**src/core/refclk_cfg.svh**
```systemverilog
// Functional notes
// - divider clocked only by the system clock
// - crystal modes keep reference off shared pin
// - quarter clock enable puts clk/4 on pin
// - block halts while the device sleeps
// - outputs hold level during sleep (undivided clock held low), resume after
// - control bit 6 routes reference onto pin
// - divider field divides by two to the power
// - divide-by-two quarter duties may be inexact
// - no divided clock while module enable clear
// - slew limit bit drives pin slew, resets one
`ifndef REFCLK_CFG_SVH
`define REFCLK_CFG_SVH

// ----------------------------------------------------------------
// register map (byte addresses on the register bus)
// ----------------------------------------------------------------
`define REFCLK_CTRL_OFFSET   12'h000
`define REFCLK_STATUS_OFFSET 12'h004

// ----------------------------------------------------------------
// control register fields
// ----------------------------------------------------------------
`define REFCLK_CTRL_RESET    8'h30
`define REFCLK_EN_BIT        7
`define REFCLK_OE_BIT        6
`define REFCLK_SLEW_BIT      5
`define REFCLK_DUTY_HI       4
`define REFCLK_DUTY_LO       3
`define REFCLK_DIV_HI        2
`define REFCLK_DIV_LO        0

// ----------------------------------------------------------------
// status register fields
// ----------------------------------------------------------------
`define REFCLK_ST_LEVEL_BIT   0
`define REFCLK_ST_PINREF_BIT  1
`define REFCLK_ST_QUARTER_BIT 2
`define REFCLK_ST_XTAL_BIT    3

// ----------------------------------------------------------------
// encodings and counts
// ----------------------------------------------------------------
`define REFCLK_DUTY_ZERO     2'h0
`define REFCLK_DIV_BYPASS    3'h0
`define REFCLK_DIV_BY_TWO    3'h1
`define REFCLK_QUARTER_BIT   1

`endif

```
**src/core/refclk_pkg.sv**
```systemverilog
package refclk_pkg;

   // register slave state, one word of read data plus the control byte
   typedef struct packed {
      logic        ready;   // access phase answer
      logic        slvErr;  // unmapped address answer
      logic [31:0] rdata;   // captured read data
      logic [7:0]  ctrl;    // control register contents
   } apbState_s;

   // divider and pin state of the top module
   typedef struct packed {
      logic [6:0] divCount;     // free-running divider counter
      logic [1:0] quarterCount; // clk/4 generator
      logic       refLevel;     // divided reference level
      logic       bypass;       // undivided path selected
      logic       pinLevel;     // level driven on the pin
      logic       pinBypass;    // pin carries the undivided clock
      logic       pinOeN;       // low while the pin is driven
      logic       slew;         // slew limit to the pad
   } refclkState_s;

endpackage

```
**src/core/sync_two_ff.sv**
```systemverilog
`timescale 1ns/1ns

// two-flop synchroniser for pin-level configuration straps
module sync_two_ff #(
   parameter int WIDTH = 4
) (
   input  wire logic             clk,
   input  wire logic             reset,
   input  wire logic             ce,
   input  wire logic [WIDTH-1:0] asyncIn,
   output logic      [WIDTH-1:0] syncOut
);

   // ----------------------------------------------------------------
   // state
   // ----------------------------------------------------------------
   typedef struct packed {
      logic [WIDTH-1:0] stage1; // metastable stage, read only by stage2
      logic [WIDTH-1:0] stage2; // settled copy
   } syncState_s;

   syncState_s state_ff;
   syncState_s nxt_state;

   // next state: shift one stage per enabled edge
   always_comb begin
      nxt_state = state_ff;
      if (ce) begin
         nxt_state.stage1 = asyncIn;
         nxt_state.stage2 = state_ff.stage1;
      end
   end

   // register the whole state
   always_ff @(posedge clk or posedge reset) begin
      if (reset) begin
         state_ff <= '0;
      end else begin
         state_ff <= nxt_state;
      end
   end

   assign syncOut = state_ff.stage2;

endmodule // sync_two_ff

```
**src/core/refclk_apb_regs.sv**
```systemverilog
`timescale 1ns/1ns
`include "refclk_cfg.svh"

// apb slave holding the control register and a read-only status word
module refclk_apb_regs (
   input  wire logic        clk,
   input  wire logic        reset,
   input  wire logic        ce,
   input  wire logic        psel,
   input  wire logic        penable,
   input  wire logic        pwrite,
   input  wire logic [11:0] paddr,
   input  wire logic [31:0] pwdata,
   input  wire logic [7:0]  statusIn,
   output logic      [31:0] prdata,
   output logic             pready,
   output logic             pslverr,
   output logic      [7:0]  ctrlOut
);

   // ----------------------------------------------------------------
   // state
   // ----------------------------------------------------------------
   refclk_pkg::apbState_s state_ff;
   refclk_pkg::apbState_s nxt_state;
   logic                  isCtrl;   // address hits control
   logic                  isStatus; // address hits status

   assign isCtrl   = (paddr == `REFCLK_CTRL_OFFSET);
   assign isStatus = (paddr == `REFCLK_STATUS_OFFSET);

   // no wait state: answer is prepared in setup, shown in the first access cycle
   always_comb begin
      nxt_state = state_ff;
      if (ce) begin
         nxt_state.ready  = 1'b0;
         nxt_state.slvErr = 1'b0;
         if (psel && !penable) begin
            // setup phase: decode and latch read data
            nxt_state.ready  = 1'b1;
            nxt_state.slvErr = !(isCtrl || isStatus);
            if (isCtrl) begin
               nxt_state.rdata = {24'h000000, state_ff.ctrl};
            end else if (isStatus) begin
               nxt_state.rdata = {24'h000000, statusIn};
            end else begin
               nxt_state.rdata = 32'h00000000;
            end
         end else if (psel && penable && state_ff.ready) begin
            // completing edge: write lands here and only here
            if (pwrite && isCtrl) begin
               nxt_state.ctrl = pwdata[7:0];
            end
         end
      end
   end

   // register the whole state
   always_ff @(posedge clk or posedge reset) begin
      if (reset) begin
         state_ff      <= '0;
         state_ff.ctrl <= `REFCLK_CTRL_RESET;
      end else begin
         state_ff <= nxt_state;
      end
   end

   assign prdata  = state_ff.rdata;
   assign pready  = state_ff.ready;
   assign pslverr = state_ff.slvErr;
   assign ctrlOut = state_ff.ctrl;

endmodule // refclk_apb_regs

```
**src/core/reference_clock_divider.sv**
```systemverilog
`timescale 1ns/1ns
`include "refclk_cfg.svh"

// reference clock output: power-of-two divider with duty select,
// shared pin arbitration and a feed to the internal modulator
module reference_clock_divider (
   input  wire logic        clk,                     // system clock, 20 MHz
   input  wire logic        reset,                   // async, active high
   input  wire logic        ce,                      // low freezes all state (sleep)
   input  wire logic        psel,
   input  wire logic        penable,
   input  wire logic        pwrite,
   input  wire logic [11:0] paddr,
   input  wire logic [31:0] pwdata,
   output logic      [31:0] prdata,
   output logic             pready,
   output logic             pslverr,
   input  wire logic        lowPowerCrystalMode,     // strap, async
   input  wire logic        standardCrystalMode,     // strap, async
   input  wire logic        highSpeedCrystalMode,    // strap, async
   input  wire logic        quarterClockOutputEnable, // strap, async
   output logic             referenceClockPinOut,    // pin data
   output logic             referenceClockPinOeN,    // low while driven
   output logic             slewLimitEnable,         // to the pad
   output logic             modulatorClock           // internal reference feed
);

   // ----------------------------------------------------------------
   // declarations
   // ----------------------------------------------------------------
   refclk_pkg::refclkState_s state_ff;      // every flop of this module
   refclk_pkg::refclkState_s nxt_state;     // next value of that state
   logic [7:0]               ctrl;          // control register from the slave
   logic [7:0]               statusWord;    // read-only view for software
   logic [3:0]               strapRaw;      // configuration straps, raw
   logic [3:0]               strapSync;     // straps after two flops
   logic                     moduleEn;      // divider runs while set
   logic                     pinRouteEn;    // reference wanted on the pin
   logic                     slewBit;       // requested slew limiting
   logic [1:0]               dutySel;       // high-time select
   logic [2:0]               divSel;        // power-of-two divider select
   logic                     xtalAny;       // pin taken by a crystal oscillator
   logic                     quarterEn;     // pin taken by the quarter clock
   logic [7:0]               period;        // divided period in system clocks
   logic [7:0]               phase;         // position inside the period
   logic [9:0]               scaledPhase;   // phase times four
   logic [9:0]               threshold;     // period times duty code
   logic                     refNext;       // divided level for next cycle
   logic                     bypassNext;    // undivided path for next cycle
   logic                     quarterLevel;  // current quarter clock level
   logic                     pinCarriesRef; // status: reference reaches pin

   // ----------------------------------------------------------------
   // strap synchronisers
   // ----------------------------------------------------------------
   // straps come from configuration fuses outside this clock domain,
   // so every one passes two flops before any decode reads it;
   // bit order: low-power, standard, high-speed, quarter clock
   assign strapRaw = {quarterClockOutputEnable,
                      highSpeedCrystalMode,
                      standardCrystalMode,
                      lowPowerCrystalMode};

   sync_two_ff #(
      .WIDTH (4)
   ) strapSyncer (
      .clk     (clk),
      .reset   (reset),
      .ce      (ce),
      .asyncIn (strapRaw),
      .syncOut (strapSync)
   );

   // ----------------------------------------------------------------
   // register slave
   // ----------------------------------------------------------------
   // the slave freezes with the rest of the block, so no register
   // access completes while the system clock is stopped
   refclk_apb_regs regs (
      .clk      (clk),
      .reset    (reset),
      .ce       (ce),
      .psel     (psel),
      .penable  (penable),
      .pwrite   (pwrite),
      .paddr    (paddr),
      .pwdata   (pwdata),
      .statusIn (statusWord),
      .prdata   (prdata),
      .pready   (pready),
      .pslverr  (pslverr),
      .ctrlOut  (ctrl)
   );

   // ----------------------------------------------------------------
   // field decode
   // ----------------------------------------------------------------
   assign moduleEn     = ctrl[`REFCLK_EN_BIT];
   assign pinRouteEn   = ctrl[`REFCLK_OE_BIT];
   assign slewBit      = ctrl[`REFCLK_SLEW_BIT];
   assign dutySel      = ctrl[`REFCLK_DUTY_HI:`REFCLK_DUTY_LO];
   assign divSel       = ctrl[`REFCLK_DIV_HI:`REFCLK_DIV_LO];
   // any crystal mode claims the shared pin as an oscillator input
   assign xtalAny      = |strapSync[2:0];
   // the quarter clock function outranks the reference output
   assign quarterEn    = strapSync[3];
   assign quarterLevel = state_ff.quarterCount[`REFCLK_QUARTER_BIT];

   // ----------------------------------------------------------------
   // divided level
   // ----------------------------------------------------------------
   // the period is a power of two, so the phase is just the low bits
   // of the free-running counter; comparing four times the phase with
   // period times duty code avoids any divider in the datapath
   always_comb begin
      period      = 8'h01 << divSel;
      phase       = {1'b0, state_ff.divCount} & (period - 8'h01);
      scaledPhase = {phase, 2'b00};
      case (dutySel)
         2'h0: begin
            // constant low, also in the undivided mode
            threshold = 10'h000;
         end
         2'h1: begin
            // a quarter of the period high
            threshold = {2'b00, period};
         end
         2'h2: begin
            // half the period high
            threshold = {1'b0, period, 1'b0};
         end
         2'h3: begin
            // three quarters of the period high
            threshold = {1'b0, period, 1'b0} + {2'b00, period};
         end
         default: begin
            threshold = 10'h000;
         end
      endcase
      refNext = (scaledPhase < threshold);
      // a two-cycle period cannot hold a quarter of a cycle; the odd
      // duty codes fall back to half, which is as close as one edge
      // per system clock allows
      if ((divSel == `REFCLK_DIV_BY_TWO) && (dutySel != `REFCLK_DUTY_ZERO)) begin
         refNext = (phase == 8'h00);
      end
      // undivided: the system clock itself, unless duty code is zero
      bypassNext = (divSel == `REFCLK_DIV_BYPASS) &&
                   (dutySel != `REFCLK_DUTY_ZERO);
   end

   // ----------------------------------------------------------------
   // next state
   // ----------------------------------------------------------------
   // with ce low nothing moves, so every output keeps its level except an undivided clock output, held low
   always_comb begin
      nxt_state = state_ff;
      if (ce) begin
         // counter runs only while enabled, cleared otherwise
         if (moduleEn) begin
            nxt_state.divCount = state_ff.divCount + 7'h01;
         end else begin
            nxt_state.divCount = 7'h00;
         end
         // quarter clock generator always runs on the system clock
         nxt_state.quarterCount = state_ff.quarterCount + 2'h1;
         // no divided clock at all while the module is disabled
         nxt_state.refLevel = moduleEn && refNext;
         nxt_state.bypass   = moduleEn && bypassNext;
         nxt_state.slew     = slewBit;
         // pin arbitration: crystal, then quarter clock, then reference
         if (xtalAny) begin
            // pin is an oscillator input: never driven from here
            nxt_state.pinOeN    = 1'b1;
            nxt_state.pinLevel  = 1'b0;
            nxt_state.pinBypass = 1'b0;
         end else if (quarterEn) begin
            // quarter-rate clock overrides the reference output
            nxt_state.pinOeN    = 1'b0;
            nxt_state.pinLevel  = quarterLevel;
            nxt_state.pinBypass = 1'b0;
         end else if (pinRouteEn) begin
            // reference routed to the pin
            nxt_state.pinOeN    = 1'b0;
            nxt_state.pinLevel  = moduleEn && refNext;
            nxt_state.pinBypass = moduleEn && bypassNext;
         end else begin
            // pin left to its other functions
            nxt_state.pinOeN    = 1'b1;
            nxt_state.pinLevel  = 1'b0;
            nxt_state.pinBypass = 1'b0;
         end
      end
   end

   // ----------------------------------------------------------------
   // state register
   // ----------------------------------------------------------------
   // the system clock is the only clock of the divider
   always_ff @(posedge clk or posedge reset) begin
      if (reset) begin
         state_ff        <= '0;
         state_ff.pinOeN <= 1'b1;   // pin released out of reset
         state_ff.slew   <= 1'b1;   // slew limiting on out of reset
      end else begin
         state_ff <= nxt_state;
      end
   end

   // ----------------------------------------------------------------
   // status word
   // ----------------------------------------------------------------
   // read back of what the pin and divider really do, since straps
   // may override the control register without software knowing
   assign pinCarriesRef = pinRouteEn && !xtalAny && !quarterEn;

   always_comb begin
      statusWord                              = 8'h00;
      statusWord[`REFCLK_ST_LEVEL_BIT]   = state_ff.refLevel;
      statusWord[`REFCLK_ST_PINREF_BIT]  = pinCarriesRef;
      statusWord[`REFCLK_ST_QUARTER_BIT] = quarterEn;
      statusWord[`REFCLK_ST_XTAL_BIT]    = xtalAny;
   end

   // ----------------------------------------------------------------
   // outputs
   // ----------------------------------------------------------------
   // the undivided mode cannot come from a flop clocked by the same
   // clock, so it is a glitch-prone mux onto the clock itself; gating
   // with ce keeps it still while the block sleeps
   assign modulatorClock       = state_ff.bypass ? (clk & ce) : state_ff.refLevel;
   assign referenceClockPinOut = state_ff.pinBypass ? (clk & ce) : state_ff.pinLevel;
   assign referenceClockPinOeN = state_ff.pinOeN;
   assign slewLimitEnable      = state_ff.slew;
endmodule // reference_clock_divider

```
**config.mk**
```make
export PLATFORM = sky130hd
export DESIGN_NAME = reference_clock_divider
export DESIGN_NICKNAME = d
export VERILOG_FILES = /design/src/core/refclk_pkg.sv /design/src/core/sync_two_ff.sv /design/src/core/refclk_apb_regs.sv /design/src/core/reference_clock_divider.sv
export VERILOG_INCLUDE_DIRS = /design/src /design/src/core
export SDC_FILE = /design/constraint.sdc
export NUM_CORES = 1
export LEC_CHECK = 0
export BUFFER_PORTS_ARGS = -buffer_cell sky130_fd_sc_hd__buf_2
export CAP_MARGIN = 20
export CORE_MARGIN = 4
export CORE_UTILIZATION = 45
export DETAILED_ROUTE_END_ITERATION = 8
export PLACE_DENSITY = 0.74
export SLEW_MARGIN = 0
export SYNTH_ARGS = -nofsm -noshare
export SYNTH_HDL_FRONTEND = slang
export SYNTH_SLANG_ARGS = --single-unit
```
**constraint.sdc**
```tcl
create_clock -name clk -period 6.5 [get_ports clk]
set_input_delay 1.3 -clock clk [delete_from_list [all_inputs] [get_ports clk]]
set_output_delay 1.3 -clock clk [all_outputs]
set_load 0.03 [all_outputs]
```
== Yosys cells after proc, flatten, opt, wreduce, memory -nomap -nowiden ==
Index checks and enable logic that the tools add are counted.
Storage, ports and cells
  register bits after elaboration: 65
  input bits: 54
  output and inout port bits: 38
  logic and storage cells: 62
Operators by class
  $add $sub $neg: 4
  order comparisons: 1
  equal/unequal tests: 5
  shift-type cells: 1
  mux-type cells: 11
  bitwise operators: 3
  reductions and logical operators: 23
Operators with widths (count)
  one-hot mux 10 bit (4 select lines): 1
  2-to-1 mux 34 bit: 1
  equality test 12 x 3 -> 1 bit, second input constant: 1
  zero test 12 bit: 1
  adder 9 x 8 -> 10 bit: 1
  logical AND 1 bit: 10
  < comparator 10 bit: 1
  2-to-1 mux 3 bit: 3
  AND 7 x 8 -> 8 bit: 1
  zero test 8 bit: 1
  2-to-1 mux 8 bit: 1
  left shift 1 x 3 -> 8 bit, first input constant: 1
  subtractor 8 x 1 -> 8 bit, second input constant: 1
  adder 7 x 1 -> 7 bit, second input constant: 1
  2-to-1 mux 7 bit: 1
  equality test 2 bit, second input constant: 2
  zero test 1 bit: 4
  2-to-1 mux 4 bit: 1
  AND reduction 4 bit: 1
  equality test 3 x 1 -> 1 bit, second input constant: 1
  zero test 3 bit: 1
  2-to-1 mux 1 bit: 3
  OR reduction 3 bit: 1
  adder 2 x 1 -> 2 bit, second input constant: 1
  7 further kinds: 7

== Depth between registers and ports, before layout ==
  depth in word-level cells: 9
  mapped depth: 14
  gate-level depth less buffers: 13

== Modules after synthesis ==
A second synthesis with hierarchy kept.
Second synthesis, totals
  cell total of the unflattened synthesis: 307
  area total of the unflattened synthesis: 2991.6 um^2
Modules (own cells, without submodules)
  reference_clock_divider: times used 1, cells an instance 194, area each 1592.8 um^2, sequential area each 377.9 um^2
  refclk_apb_regs: times used 1, cells an instance 91, area each 1033.5 um^2, sequential area each 452.9 um^2
  sync_two_ff: times used 1, cells an instance 22, area each 365.4 um^2, sequential area each 200.2 um^2

==> impl_results.md <==
* Crit Path Class: clock port to output port
* Layout cell share with drive strength beyond 1 at 29.49%
* Routed len/inst at roughly 14 µm
* Via Count at 1,897
* Top Ports at between 90 and 100
* Post-route ant nets at 0
* Clk_lat worst skew at around 0.4 ns
* Placed cells at about 350
* Cell area after placement at ~0.0026 mm²
* Syn avg cell area at about 10 µm²
* Ant. Diodes at 0
* Aggregate global-route resource usage at between 10% and 20%
* Synth Register Bits at 41
* CP Launch Type: clock port
* Setup crit start: clk
* Post-CTS sizing at 0
* Worst path bufs/invs at 3
* Reg-to-reg critical path endpoint: state_ff[3]$_DFFE_PP0P_
* Maximum number of pins on one net before global-route repair at 42
* Post-route cell area at around 0.0028 mm²
* Setup Skew at ~0.0028 ns
* CTS tree: yes
* Synth cell types at 48
* Post-CTS Setup Bufs at 0
* R2R Path Start: regs.ctrlOut[1]$_DFFE_PP0P_
* Number of synthesized flops with an enable pin at 0
* Die width at roughly 82 µm
* Relative slew margins at between 50% and 60%
* Setup TNS at 0 ns
* Status: finished, final reports clean
* Pre-antenna DRT Iters at 4
* Final count of hold timing violations at 0
* RSZ-0062 raised after global routing: no
* # port buffers at 43
* Flop pwr share at between 40% and 50%
* Path category of the worst min-delay check: flip-flop to flip-flop
* Sw Share at 25.83%
* Critical Path End: modulatorClock
* Post-synth top flop: dfrtp_1
* Sequential element share of the synthesized area at between 40 and 50%
* Die Ht at 82.48 µm
* Largest fanout on the critical path at 2
* Leak at 1.279 nW
* Fin nets at 358
* Gr ovfl total at 0
* Hold_buf cts at 0
* Final GP Congestion at slightly below 0.9
* Initial Util at 47.66%
* Switching power at between 0.15 and 0.2 mW
* CP cell instances: clkbuf_8 -> clkbuf_8 -> nand3_1 -> o21ai_0 -> buf_2
* Post-synth top area cell: dfrtp_1
* Die area at 0.006803 mm²
* Count leader, synth: dfrtp_1
* VDD IR max at just under 0.0002 V
* Most used cell, CP: clkbuf_8
* Max Cap Viol at 0
* Family with the most delay on the worst path: buffers and inverters
* Initial drt markers at 100
* Type of destination of the critical path: output port
* Comb power frac at 10.4%
* Ys async rst share at 100.0%
* Crit path depth at 5
* Number of synthesis warnings at 0
* First-pass GRT wire length at between 8000 and 9000 µm
* Synthesized netlist cell count at approximately 250
* Internal at between 0.4 and 0.5 mW
* Flop2flop setup slack at ~3.6 ns
* Via density at roughly 5.2
* Slew Viols, Final at 0
* Setup violators final at 0
* Initial antenna violation count at 0
* CP arrival at 3.87 ns
* DRC at 0
* R2R depth at 12
* Std-Cell Rows at 26
* CP peak stage delay at approximately 0.2 ns
* Routed WL at roughly 5200 µm
* Vias in the first global route at ~1,900
* Top-area cell type share of the netlist area at a little under two fifths
* Core ar. at around 0.0052 mm²
* Fin cells at about 370
* Post-Syn Area at approximately 0.0025 mm²
* Slew @ Worst Pin at between 0.6 and 0.7 ns
* DP HPWL at 3719 µm
* Hold_sp: state_ff[6]$_DFFE_PP0P_
* Synth top area cells: dfrtp_1 (37%), buf_4 (7.2%), mux2_2 (5.4%)
* PwrDens at about 220 mW/mm²
* Crit path max-delay cell type: buf_2
* WHS at approximately 0.47 ns
* Reg clk slew, reported paths at approximately 0.08 ns
* Clock power frac at 44.5%
* Area delta synth->final at 12.48%
* Final Total Pwr at between 0.6 and 0.7 mW
* Most frequent cells after synthesis: dfrtp_1 (37), nand2_1 (30), buf_4 (24)
* Worst Path Required at 5.20 ns
state kept, by name, indices dropped and copies added (netlist names):
name / cells
quarterLevel: 1
state_ff: 12
strapSyncer.syncOut: 4
regs.prdata: 8
referenceClockPinOeN: 1
regs.pslverr: 1
slewLimitEnable: 1
regs.pready: 1
strapSyncer.state_ff: 4
regs.ctrlOut: 8
final cells by class:
class,count,area [µm²]
flip-flops and latches,41,1031
multi-input cells,185,1251
clock buffers,12,137.6
repair buffers,42,212.7
well taps,70,87.58
fillers,491,2430
clock inverters,2,38.79
inverters,13,48.80
through the flow:
stage,utilization (%),setup slack [ns]
finish,53.61,1.330
global route,53.61,1.277
CTS,53.61,1.314
detailed placement,50.43,1.654
global placement,50.43,1.654
floorplan,-,1.574
logic make-up after synthesis:
| family | after synthesis | synth area share (%) |
|---|---|---|
| mux | 23 | 11.43 |
| xor+xnor | 4 | 1.404 |
| other cells | 1 | 0.1502 |
| flops | 41 | 41.30 |
| simple gates | 76 | 16.89 |
| fa+ha+maj | 10 | 5.013 |
| buf+inv | 51 | 12.18 |
| compound gates | 47 | 11.63 |
cell usage in the layout, fill, tap and decap left out, drive strengths merged, types with 2 or more instances in the layout:
cell type,n
buf,44
dfrtp,37
nand2,30
conb,25
mux2,20
o21ai,18
inv,13
ha,10
nand3,10
clkbuf,10
a21oi,9
nor2,7
nand4,6
o31ai,6
nor3,5
nor2b,4
dfstp,4
mux2i,3
xor2,2
nand3b,2
o22ai,2
o211ai,2
and2,2
o41ai,2
xnor2,2
a32oi,2
nor4,2
and3,2
layer usage:
layer,GRT usage [%],wire length (µm),vias to the layer above
li1,-,-,919
met1,21.05,2364,892
met2,25.88,2356,70
met3,5.965,370,16
met4,10.80,127,0
met5,0,0,-
worst min path at each step:
stage,end,slack [ns],cells past startpoint
after floorplan,state_ff[6]$_DFFE_PP0P_,0.44,1
after global placement,state_ff[6]$_DFFE_PP0P_,0.46,1
after detailed placement,state_ff[6]$_DFFE_PP0P_,0.46,1
after CTS,state_ff[6]$_DFFE_PP0P_,0.47,1
after global routing,regs.prdata[0]$_DFFE_PP0P_,0.49,2
final,state_ff[6]$_DFFE_PP0P_,0.47,1
power groups by stage:
stage,sequential (mW),combinational (mW),clock (mW)
2_1_floorplan,0.285,0.0566,0.00124
3_3_place_gp,0.284,0.0630,0.00167
3_5_place_dp,0.285,0.0645,0.00167
6_report,0.279,0.0644,0.276
4_1_cts,0.279,0.0649,0.280
5_1_grt,0.282,0.0711,0.296
No activity file was read; power rests on OpenSTA's default activity.
